`src/common/ccbcs_pkg.sv`:
```
// constants, types and helpers shared by the cpu card bus cycle sequencer
// ============================================================
package ccbcs_pkg;

	// ============================================================
	// register map, byte addresses on the slave port
	localparam logic [4:0] REG_CTRL    = 5'h00;
	localparam logic [4:0] REG_PC      = 5'h04;
	localparam logic [4:0] REG_ACC     = 5'h08;
	localparam logic [4:0] REG_STATUS  = 5'h0c;
	localparam logic [4:0] REG_OPERAND = 5'h10;
	localparam int         CTRL_START_BIT = 0;
	localparam logic [15:0] PC_RESET  = 16'h0000;
	localparam logic [7:0]  ACC_RESET = 8'h00;

	// ============================================================
	// opcodes that open more machine cycles
	localparam logic [7:0] OP_STORE_ACC = 8'h32;
	localparam logic [7:0] OP_LOAD_ACC  = 8'h3a;
	localparam logic [7:0] OP_OUTPUT    = 8'hd3;
	localparam logic [7:0] OP_INPUT     = 8'hdb;

	// ============================================================
	// timing: each T state is two phase steps, six steps a cycle
	localparam logic [2:0] STEP_T1A = 3'h0;
	localparam logic [2:0] STEP_T1B = 3'h1;
	localparam logic [2:0] STEP_T2A = 3'h2;
	localparam logic [2:0] STEP_T2B = 3'h3;
	localparam logic [2:0] STEP_T3A = 3'h4;
	localparam logic [2:0] STEP_T3B = 3'h5;
	localparam logic [2:0] MC_1 = 3'h1;
	localparam logic [2:0] MC_2 = 3'h2;
	localparam logic [2:0] MC_3 = 3'h3;
	localparam logic [2:0] MC_4 = 3'h4;

	typedef enum logic [2:0] {
		KIND_FETCH, KIND_MREAD, KIND_DREAD, KIND_MEMORY_WRITE_STROBE, KIND_IN, KIND_OUT
	} ccbcs_kind_t;

	typedef enum logic {SEQ_IDLE, SEQ_RUN} ccbcs_seq_t;

	// status byte as it travels on the data lines in late T1
	typedef struct packed {
		logic memr;
		logic inp;
		logic m1;
		logic out;
		logic hlta;
		logic stack;
		logic wo_n;
		logic inta;
	} ccbcs_status_t;

	// software view of the sequencer state
	typedef struct packed {
		logic [18:0] zero;
		logic        missed;
		logic        busy;
		logic [2:0]  mcycle;
		logic [7:0]  opcode;
	} ccbcs_csr_status_t;

	// status byte belonging to each kind of machine cycle
	function automatic ccbcs_status_t ccbcs_status_for(input ccbcs_kind_t kind);
		ccbcs_status_t s;
		s = '0;
		s.wo_n = 1'b1;
		case (kind)
			KIND_FETCH: begin
				s.memr = 1'b1;
				s.m1 = 1'b1;
			end
			KIND_MREAD, KIND_DREAD: s.memr = 1'b1;
			KIND_MEMORY_WRITE_STROBE: s.wo_n = 1'b0;
			KIND_IN: s.inp = 1'b1;
			KIND_OUT: begin
				s.out = 1'b1;
				s.wo_n = 1'b0;
			end
			default: s = '0;
		endcase
		return s;
	endfunction : ccbcs_status_for

endpackage : ccbcs_pkg

```
`src/core/ccbcs_sequencer.sv`:
```
// cpu card bus cycle sequencer: machine cycles on the backplane plus a register slave
`timescale 1ns/100ps
module ccbcs_sequencer
	import ccbcs_pkg::*;
(
	input  wire logic          ref_clk,
	input  wire logic          rst,
	input  wire logic          clk_en,
	input  wire logic [4:0]    avs_address,
	input  wire logic          avs_read,
	input  wire logic          avs_write,
	input  wire logic [31:0]   avs_writedata,
	input  wire logic [3:0]    avs_byteenable,
	output logic [31:0]        avs_readdata,
	output logic               avs_waitrequest,
	output logic [15:0]        addr_out,
	output ccbcs_status_t      status_data_o,
	output logic               status_data_oe,
	output logic               buffer_select_n,
	output logic               buffer_dir_in_n,
	output logic               bus_cycle_sync,
	output logic               status_strobe_n,
	output logic               input_cycle_status,
	output logic               output_cycle_status,
	output logic               memory_read_status,
	output logic               write_out_status_n,
	output logic               data_in_strobe,
	output logic               write_strobe_n,
	output logic               memory_write_strobe,
	output logic [7:0]         bus_data_out,
	output logic               bus_data_out_oe,
	input  wire logic [7:0]    bus_data_in,
	input  wire logic          panel_data_gate
);

	// ============================================================
	// declarations
	ccbcs_seq_t    state_reg, state_next;
	ccbcs_kind_t   kind_reg, kind_next, follow_kind;
	ccbcs_status_t stat_next;
	logic [2:0]    step_reg, step_next;
	logic [2:0]    mcycle_reg, mcycle_next;
	logic [15:0]   pc_reg;
	logic [7:0]    acc_reg;
	logic [7:0]    opcode_reg, lo_reg, hi_reg, capt_reg, op_sel;
	logic          missed_reg, start_reg, wait_reg;
	logic          cpu_read_window_reg;
	logic          cycle_end, finish, pc_step, is_read, is_write;
	logic          acc_load, wr_take, rd_take;
	logic [31:0]   rdata_mux;
	ccbcs_csr_status_t csr_stat;

	// ============================================================
	// slave handshake
	// waitrequest drops for exactly one cycle per request; the write lands
	// at the edge that ends that cycle, which is where the master samples it
	assign wr_take = avs_write && !wait_reg;
	assign rd_take = avs_read && !wait_reg;

	always_ff @(posedge ref_clk or posedge rst) begin
		if (rst) begin
			wait_reg <= 1'b1;
			avs_readdata <= '0;
		end else if (clk_en) begin
			if ((avs_read || avs_write) && wait_reg) begin
				wait_reg <= 1'b0;
				avs_readdata <= rdata_mux;
			end else begin
				wait_reg <= 1'b1;
			end
		end
	end
	assign avs_waitrequest = wait_reg;

	// read mux, unmapped addresses read as zero
	always_comb begin
		csr_stat = '0;
		csr_stat.missed = missed_reg;
		csr_stat.busy = (state_reg == SEQ_RUN) || start_reg;
		csr_stat.mcycle = mcycle_reg;
		csr_stat.opcode = opcode_reg;
		case (avs_address)
			REG_CTRL: rdata_mux = {31'h00000000, start_reg};
			REG_PC: rdata_mux = {16'h0000, pc_reg};
			REG_ACC: rdata_mux = {24'h000000, acc_reg};
			REG_STATUS: rdata_mux = csr_stat;
			REG_OPERAND: rdata_mux = {16'h0000, hi_reg, lo_reg};
			default: rdata_mux = 32'h00000000;
		endcase
	end

	// start request waits for the sequencer, writes while busy are dropped
	always_ff @(posedge ref_clk or posedge rst) begin
		if (rst) begin
			start_reg <= 1'b0;
		end else if (clk_en) begin
			if (state_reg == SEQ_IDLE && start_reg) begin
				start_reg <= 1'b0;
			end else if (wr_take && avs_address == REG_CTRL && avs_byteenable[0]
				&& state_reg == SEQ_IDLE) begin
				start_reg <= avs_writedata[CTRL_START_BIT];
			end
		end
	end

	// ============================================================
	// machine cycle sequencing
	assign cycle_end = (state_reg == SEQ_RUN) && (step_reg == STEP_T3B);
	assign op_sel = (mcycle_reg == MC_1) ? capt_reg : opcode_reg;

	// what follows the current cycle, and whether the counter steps
	always_comb begin
		follow_kind = KIND_FETCH;
		finish = 1'b1;
		pc_step = 1'b0;
		case (mcycle_reg)
			MC_1: begin
				pc_step = 1'b1;
				if (op_sel == OP_STORE_ACC || op_sel == OP_LOAD_ACC
					|| op_sel == OP_INPUT || op_sel == OP_OUTPUT) begin
					follow_kind = KIND_MREAD;
					finish = 1'b0;
				end
			end
			MC_2: begin
				finish = 1'b0;
				if (op_sel == OP_OUTPUT) begin
					follow_kind = KIND_OUT;
				end else if (op_sel == OP_INPUT) begin
					follow_kind = KIND_IN;
				end else begin
					follow_kind = KIND_MREAD;
					pc_step = 1'b1;
				end
			end
			MC_3: begin
				pc_step = 1'b1;
				// store ends in a memory write
				if (op_sel == OP_STORE_ACC) begin
					follow_kind = KIND_MEMORY_WRITE_STROBE;
					finish = 1'b0;
				// load ends in a read at fetched address
				end else if (op_sel == OP_LOAD_ACC) begin
					follow_kind = KIND_DREAD;
					finish = 1'b0;
				end
			end
			default: pc_step = 1'b0;
		endcase
	end

	always_comb begin
		state_next = state_reg;
		step_next = step_reg;
		mcycle_next = mcycle_reg;
		kind_next = kind_reg;
		case (state_reg)
			SEQ_IDLE: begin
				if (start_reg) begin
					state_next = SEQ_RUN;
					step_next = STEP_T1A;
					mcycle_next = MC_1;
					kind_next = KIND_FETCH;
				end
			end
			SEQ_RUN: begin
				if (step_reg != STEP_T3B) begin
					step_next = step_reg + 3'h1;
				end else if (finish) begin
					state_next = SEQ_IDLE;
				end else begin
					step_next = STEP_T1A;
					mcycle_next = mcycle_reg + 3'h1;
					kind_next = follow_kind;
				end
			end
			default: state_next = SEQ_IDLE;
		endcase
	end

	always_ff @(posedge ref_clk or posedge rst) begin
		if (rst) begin
			state_reg <= SEQ_IDLE;
			step_reg <= STEP_T1A;
			mcycle_reg <= MC_1;
			kind_reg <= KIND_FETCH;
		end else if (clk_en) begin
			state_reg <= state_next;
			step_reg <= step_next;
			mcycle_reg <= mcycle_next;
			kind_reg <= kind_next;
		end
	end

	// ============================================================
	// program counter; software may load it only while idle
	always_ff @(posedge ref_clk or posedge rst) begin
		if (rst) begin
			pc_reg <= PC_RESET;
		end else if (clk_en) begin
			// counter steps only at chosen cycle ends
			if (cycle_end && pc_step) begin
				pc_reg <= pc_reg + 16'h0001;
			end else if (wr_take && avs_address == REG_PC && state_reg == SEQ_IDLE) begin
				if (avs_byteenable[0]) pc_reg[7:0] <= avs_writedata[7:0];
				if (avs_byteenable[1]) pc_reg[15:8] <= avs_writedata[15:8];
			end
		end
	end

	// ============================================================
	// operand bytes caught from the bus
	always_ff @(posedge ref_clk or posedge rst) begin
		if (rst) begin
			capt_reg <= 8'h00;
			opcode_reg <= 8'h00;
			lo_reg <= 8'h00;
			hi_reg <= 8'h00;
			missed_reg <= 1'b0;
		end else if (clk_en) begin
			if (start_reg && state_reg == SEQ_IDLE) begin
				missed_reg <= 1'b0;
			end
			// byte taken only when strobe and gate agree
			if (step_reg == STEP_T3A && cpu_read_window_reg) begin
				if (panel_data_gate) begin
					capt_reg <= bus_data_in;
				end else begin
					missed_reg <= 1'b1;
				end
			end
			// low byte in M2, high byte in M3
			if (cycle_end) begin
				case (mcycle_reg)
					MC_1: opcode_reg <= capt_reg;
					MC_2: lo_reg <= capt_reg;
					MC_3: if (kind_reg == KIND_MREAD) hi_reg <= capt_reg;
					default: hi_reg <= hi_reg;
				endcase
			end
		end
	end

	// accumulator: filled by an input or load, else by software while idle
	assign acc_load = cycle_end && (kind_reg == KIND_IN || kind_reg == KIND_DREAD);

	always_ff @(posedge ref_clk or posedge rst) begin
		if (rst) begin
			acc_reg <= ACC_RESET;
		end else if (clk_en) begin
			if (acc_load) begin
				acc_reg <= capt_reg;
			end else if (wr_take && avs_address == REG_ACC && avs_byteenable[0]
				&& state_reg == SEQ_IDLE) begin
				acc_reg <= avs_writedata[7:0];
			end
		end
	end

	// ============================================================
	// bus pins, decoded from the upcoming step so each flop is on time
	assign stat_next = ccbcs_status_for(kind_next);
	assign is_read = (kind_next == KIND_FETCH) || (kind_next == KIND_MREAD)
		|| (kind_next == KIND_DREAD) || (kind_next == KIND_IN);
	assign is_write = (kind_next == KIND_MEMORY_WRITE_STROBE) || (kind_next == KIND_OUT);

	// address, status and sync in late T1
	always_ff @(posedge ref_clk or posedge rst) begin
		if (rst) begin
			addr_out <= 16'h0000;
			status_data_o <= '0;
			status_data_oe <= 1'b0;
			bus_cycle_sync <= 1'b0;
		end else if (clk_en) begin
			status_data_oe <= 1'b0;
			bus_cycle_sync <= 1'b0;
			if (state_next == SEQ_RUN && step_next == STEP_T1B) begin
				bus_cycle_sync <= 1'b1;
				status_data_oe <= 1'b1;
				status_data_o <= stat_next;
				case (kind_next)
					KIND_FETCH, KIND_MREAD: addr_out <= pc_reg;
					KIND_DREAD, KIND_MEMORY_WRITE_STROBE: addr_out <= {hi_reg, lo_reg};
					// device number repeated on both halves
					default: addr_out <= {lo_reg, lo_reg};
				endcase
			end
		end
	end

	// buffer controls: selected through a run, inward only in the window
	always_ff @(posedge ref_clk or posedge rst) begin
		if (rst) begin
			buffer_select_n <= 1'b1;
			buffer_dir_in_n <= 1'b0;
			cpu_read_window_reg <= 1'b0;
		end else if (clk_en) begin
			buffer_select_n <= (state_next != SEQ_RUN);
			// window late T2 through early T3
			cpu_read_window_reg <= (state_next == SEQ_RUN) && is_read
				&& (step_next == STEP_T2B || step_next == STEP_T3A);
			buffer_dir_in_n <= (state_next == SEQ_RUN) && is_read
				&& (step_next == STEP_T2B || step_next == STEP_T3A);
		end
	end
	assign data_in_strobe = cpu_read_window_reg;

	// one-step strobe at T2 start, status held to cycle end
	always_ff @(posedge ref_clk or posedge rst) begin
		if (rst) begin
			status_strobe_n <= 1'b1;
			input_cycle_status <= 1'b0;
			output_cycle_status <= 1'b0;
			memory_read_status <= 1'b0;
			write_out_status_n <= 1'b1;
		end else if (clk_en) begin
			status_strobe_n <= !(state_next == SEQ_RUN && step_next == STEP_T2A);
			if (state_next != SEQ_RUN || step_next == STEP_T1A) begin
				// cleared between cycles so two types never overlap
				input_cycle_status <= 1'b0;
				output_cycle_status <= 1'b0;
				memory_read_status <= 1'b0;
				write_out_status_n <= 1'b1;
			end else if (step_next == STEP_T2A) begin
				input_cycle_status <= stat_next.inp;
				output_cycle_status <= stat_next.out;
				memory_read_status <= stat_next.memr;
				write_out_status_n <= stat_next.wo_n;
			end
		end
	end

	// data out in T3, strobe a step later once settled
	always_ff @(posedge ref_clk or posedge rst) begin
		if (rst) begin
			bus_data_out <= 8'h00;
			bus_data_out_oe <= 1'b0;
			write_strobe_n <= 1'b1;
			memory_write_strobe <= 1'b0;
		end else if (clk_en) begin
			bus_data_out_oe <= (state_next == SEQ_RUN) && is_write
				&& (step_next == STEP_T3A || step_next == STEP_T3B);
			if (state_next == SEQ_RUN && is_write && step_next == STEP_T3A) begin
				bus_data_out <= acc_reg;
			end
			write_strobe_n <= !((state_next == SEQ_RUN) && is_write
				&& step_next == STEP_T3B);
			// no memory strobe on output cycles
			memory_write_strobe <= (state_next == SEQ_RUN) && is_write
				&& step_next == STEP_T3B && !stat_next.out;
		end
	end

	// ============================================================
	// checks
	sync_to_strobe_a: assert property (
		@(posedge ref_clk) disable iff (rst || !clk_en)
		bus_cycle_sync |=> !status_strobe_n ##1 status_strobe_n)
		else $error("status strobe did not follow sync for one step");

	sync_spacing_a: assert property (
		@(posedge ref_clk) disable iff (rst || !clk_en)
		bus_cycle_sync |=> !bus_cycle_sync[*5])
		else $error("machine cycle shorter than three T states");

	status_out_a: assert property (
		@(posedge ref_clk) disable iff (rst || !clk_en)
		status_data_oe |-> (!buffer_select_n && !buffer_dir_in_n && bus_cycle_sync))
		else $error("status driven without outward buffers");

	io_addr_a: assert property (
		@(posedge ref_clk) disable iff (rst || !clk_en)
		(status_data_oe && (status_data_o.inp || status_data_o.out))
		|-> addr_out[15:8] == addr_out[7:0])
		else $error("device number not on both address halves");

	read_window_a: assert property (
		@(posedge ref_clk) disable iff (rst || !clk_en)
		$rose(data_in_strobe) |-> !$past(status_strobe_n)
		##0 (data_in_strobe && buffer_dir_in_n)[*2] ##1 !data_in_strobe)
		else $error("read window not two steps after the strobe");

	memory_write_strobe_gate_a: assert property (
		@(posedge ref_clk) disable iff (rst || !clk_en)
		memory_write_strobe |-> (!write_strobe_n && !output_cycle_status))
		else $error("memory write strobe outside a memory write");

	data_settled_a: assert property (
		@(posedge ref_clk) disable iff (rst || !clk_en)
		!write_strobe_n |-> (bus_data_out_oe && $past(bus_data_out_oe)
		&& !write_out_status_n))
		else $error("write strobe before data settled");

	one_type_a: assert property (
		@(posedge ref_clk) disable iff (rst)
		$onehot0({input_cycle_status, output_cycle_status, memory_read_status}))
		else $error("more than one cycle type status");

	pc_hold_a: assert property (
		@(posedge ref_clk) disable iff (rst || !clk_en)
		(cycle_end && mcycle_reg == MC_2 && (opcode_reg == OP_INPUT
		|| opcode_reg == OP_OUTPUT)) |=> $stable(pc_reg))
		else $error("counter moved after device number read");

endmodule : ccbcs_sequencer

```
`config.mk`:
```
export PLATFORM = sky130hd
export DESIGN_NAME = ccbcs_sequencer
export DESIGN_NICKNAME = d
export VERILOG_FILES = /design/src/common/ccbcs_pkg.sv /design/src/core/ccbcs_sequencer.sv
export SDC_FILE = /design/constraint.sdc
export NUM_CORES = 1
export LEC_CHECK = 0
export BUFFER_PORTS_ARGS = -buffer_cell sky130_fd_sc_hd__buf_2
export CELL_PAD_IN_SITES_DETAIL_PLACEMENT = 1
export CELL_PAD_IN_SITES_GLOBAL_PLACEMENT = 2
export CORE_ASPECT_RATIO = 0.8
export CORE_UTILIZATION = 37
export DETAILED_ROUTE_END_ITERATION = 8
export GPL_TIMING_DRIVEN = 1
export PLACE_DENSITY = 0.83
export RECOVER_POWER = 25
export REMOVE_ABC_BUFFERS = 1
export SLEW_MARGIN = 10
export SYNTH_ARGS = -nofsm -noshare
export SYNTH_HDL_FRONTEND = slang
export SYNTH_SLANG_ARGS = --single-unit
```
`constraint.sdc`:
```
create_clock -name ref_clk -period 6.9 [get_ports ref_clk]
set_clock_uncertainty 0.05 [all_clocks]
set_input_delay 0.345 -clock ref_clk [delete_from_list [all_inputs] [get_ports ref_clk]]
set_output_delay 0.345 -clock ref_clk [all_outputs]
set_load 0.005 [all_outputs]
```
==> flow_summary.yaml <==
floorplan:
  die_h_um: 120
  dieArea_um2: 18000
  core_um2: 16800
  start_util_pct: 38.4
  num_rows: 42
  fp.dieW_um: 150
  pin_count: 133
routing:
  ant_nets: 0
  dr_total_vias: 5366
  drcViolationCount: 0
  wl_per_cell_um: 21.2
  dr.pass1.iters: 6
  vias_per_cell: 5.65
  wl_mm: 20.1
  drt_iter0_markers: 369
global_route:
  antenna_found_initial: 1
  overflow: 0
  grt_start_max_net_pins: 72
  grt_pass1_wl_mm: 31.6
  grt_use_total_pct: 23.5
  first_global_vias: 5453
synthesis:
  yosysUniqueCellTypes: 76
  yosysTopAreaCell: "dfrtp_1"
  seq_area_frac_synth_pct: 48.7
  synth-seq-cells: 125
  ys_async_sr_fraction_pct: 100
  yosys_most_used_dff: "dfrtp_1"
  yosysWarnings: 0
  synthTopCellsByArea: "dfrtp_1 (46%), mux2_2 (8.2%), o21ai_0 (4.3%), nand2_1 (4.3%), mux2i_1 (4.2%)"
  syn_area_um2: 6440
  yosysMostFrequentCell: "dfrtp_1"
  synth_top_area_share_pct: 46.2
  syn_area_per_cell_um2: 10.2
  synth_edf_count: 0
  synth_commonest_cells: "dfrtp_1 (119), nand2_1 (74), o21ai_0 (56)"
  synth_cells: 629
finish:
  final_area_um2: 7740
  final_cells: 949
  nets: 779
  antennaDiodeCount: 0
  area_growth_pct: 20.1
  fin_util_pct: 46.2
  drive_gt1_share_pct: 27.2
  n_fill_cell: 1918
clock_tree:
  clkSinkCount: 125
  htreeDepth: 4
  cts_resized: 0
  cts_inserted_buffers: 17
  clockBufferDepth: 2
  cts_hold_buf: 0
  cts_tree: "yes"
  clock_latency_ns: 0.43
  ctsRootBufferMaster: "clkbuf_16"
  clkSlewWorstSetupHoldPaths_ns: 0.06
  post_cts_buffers: 0
worst_setup_path:
  cp_data_arrival_time_ns: 3.74
  crit_type: "reg -> reg"
  crit_fanout: 26
  critPathSlowestCell: "or4b_1"
  endpoint_kind: "flip-flop"
  critPathRequiredTime_ns: 7.15
  max_stage_delay_ns: 0.78
  path_delay_family: "simple AND/OR/NAND/NOR gates"
  start_kind: "flip-flop"
  cp.buffers_inverters: 1
  path_cells: "ha_1 > and4bb_2 > o211ai_2 > a32oi_1 > o22a_2 > or4b_1 > buf_4 > nand2_1 > o21ai_0"
sta:
  finalSetupViolations: 0
  hold_viol_final: 0
  finalSetupTns_ns: 0
  fin_hold_ws_ns: 0.0739
  worstMarginPinSlew_ns: 2.49
  post-route-min-period_ns: 3.49
  period_share_pct: 50.6
  final_max_slew_viol_count: 56
  rsz0062_at_grt: "no"
  max_freq_ghz: 0.286
  max_slew_margin_pct: -66.8
outcome:
  status: "complete, but fails checks"
  violations: "capacitance limit, slew limit"
placement:
  gp_congestion: 0.853
  io_buffers: 95
  placed_area_um2: 7050
  dp.cells: 917
  dpl.hpwl_mm: 14.2
hold_path:
  hp-class: "in -> reg"
power:
  vdd_drop_max_v: 0.000194
  power_density_nw_per_um2: 359
  power.leakage_nw: 3.58
job:
  cap_violations: 1
logic make-up (layout without fill, tap and decap cells):
family | Yosys count | in the layout | synth area share [%]
adder cells (fa/ha/maj) | 9 | 9 | 1.71
multiplexers | 78 | 78 | 13.2
other | 1 | 19 | 0.0582
AO/OA/AOI/OAI | 167 | 167 | 16.7
XOR/XNOR | 1 | 1 | 0.136
flip-flops | 125 | 125 | 48.7
AND/OR/NAND/NOR | 180 | 180 | 14.1
buffers and inverters | 68 | 150 | 5.40
stage by stage:
stage                     setup slack (ns)  total power, mW
after floorplan                       3.15             1.44
after global placement                3.53             1.67
after detailed placement              3.46             1.70
after CTS                             3.45             2.79
after global routing                  3.20             2.91
final                                 3.41             2.78
power breakdown:
part	internal, mW	leakage (nW)	switching, mW	total (mW)
logic	0.262	1.58	0.415	0.677
clock network	0.724	0.333	0.355	1.08
registers	0.864	1.67	0.160	1.02
total	1.85	3.58	0.930	2.78
cells in the final DEF, fill, tap and decap left out, types with 10 or more instances in the layout:
cell type  Yosys  layout
dfrtp_1      119     119
nor2_1        28      28
inv_1         15      14
a222oi_1      12      12
nand3_1       16      16
nor3_1        12      12
clkbuf_16      0      17
a21oi_1       36      36
mux2i_1       27      27
mux2_2        47      47
and3_1        11      11
conb_1         1      19
o21ai_0       56      56
nand2_1       74      74
o21ai_1       10      10
buf_2          3      91
worst reg2reg max path: stages, from the launching register on:
cell and delay [ns]:
dfstp_2 0.57, ha_1 0.24, and4bb_2 0.30, o211ai_2 0.19, a32oi_1 0.42, o22a_2 0.30
or4b_1 0.78, buf_4 0.35, nand2_1 0.10, o21ai_0 0.07
routing by layer:
layer  share of wire [%]  vias up  global-route usage [%]
met5                   0        -                       0
li1                    -     2430                       -
met1                  47     2747                    33.9
met2                  45      166                    35.5
met4                 1.5        0                    7.02
met3                 5.5       23                    4.49
area by class of cell:
class                   count  area, um^2  area share (%)
multi-input cells         454        3040            39.3
flip-flops and latches    125        3140            40.5
well taps                 220         275            3.56
clock buffers              18         439            5.68
inverters                  16        61.3           0.792
clock inverters            14         264            3.41
repair buffers            102         519            6.71
path summary, 6_finish.rpt:
check,start,to,slack (ns),cells past startpoint
worst min-delay path,panel_data_gate,missed_reg,0.07,2
min in group asynchronous,rst,status_data_o[4],0.55,2
worst max-delay path,mcycle_reg[0],addr_out[5],3.41,9
max in group asynchronous,rst,acc_reg[1],4.39,3
worst min register to register,write_out_status_n,write_out_status_n,0.41,2
worst max register to register,mcycle_reg[0],addr_out[5],3.41,9
Power figures use the tool's default switching activity.
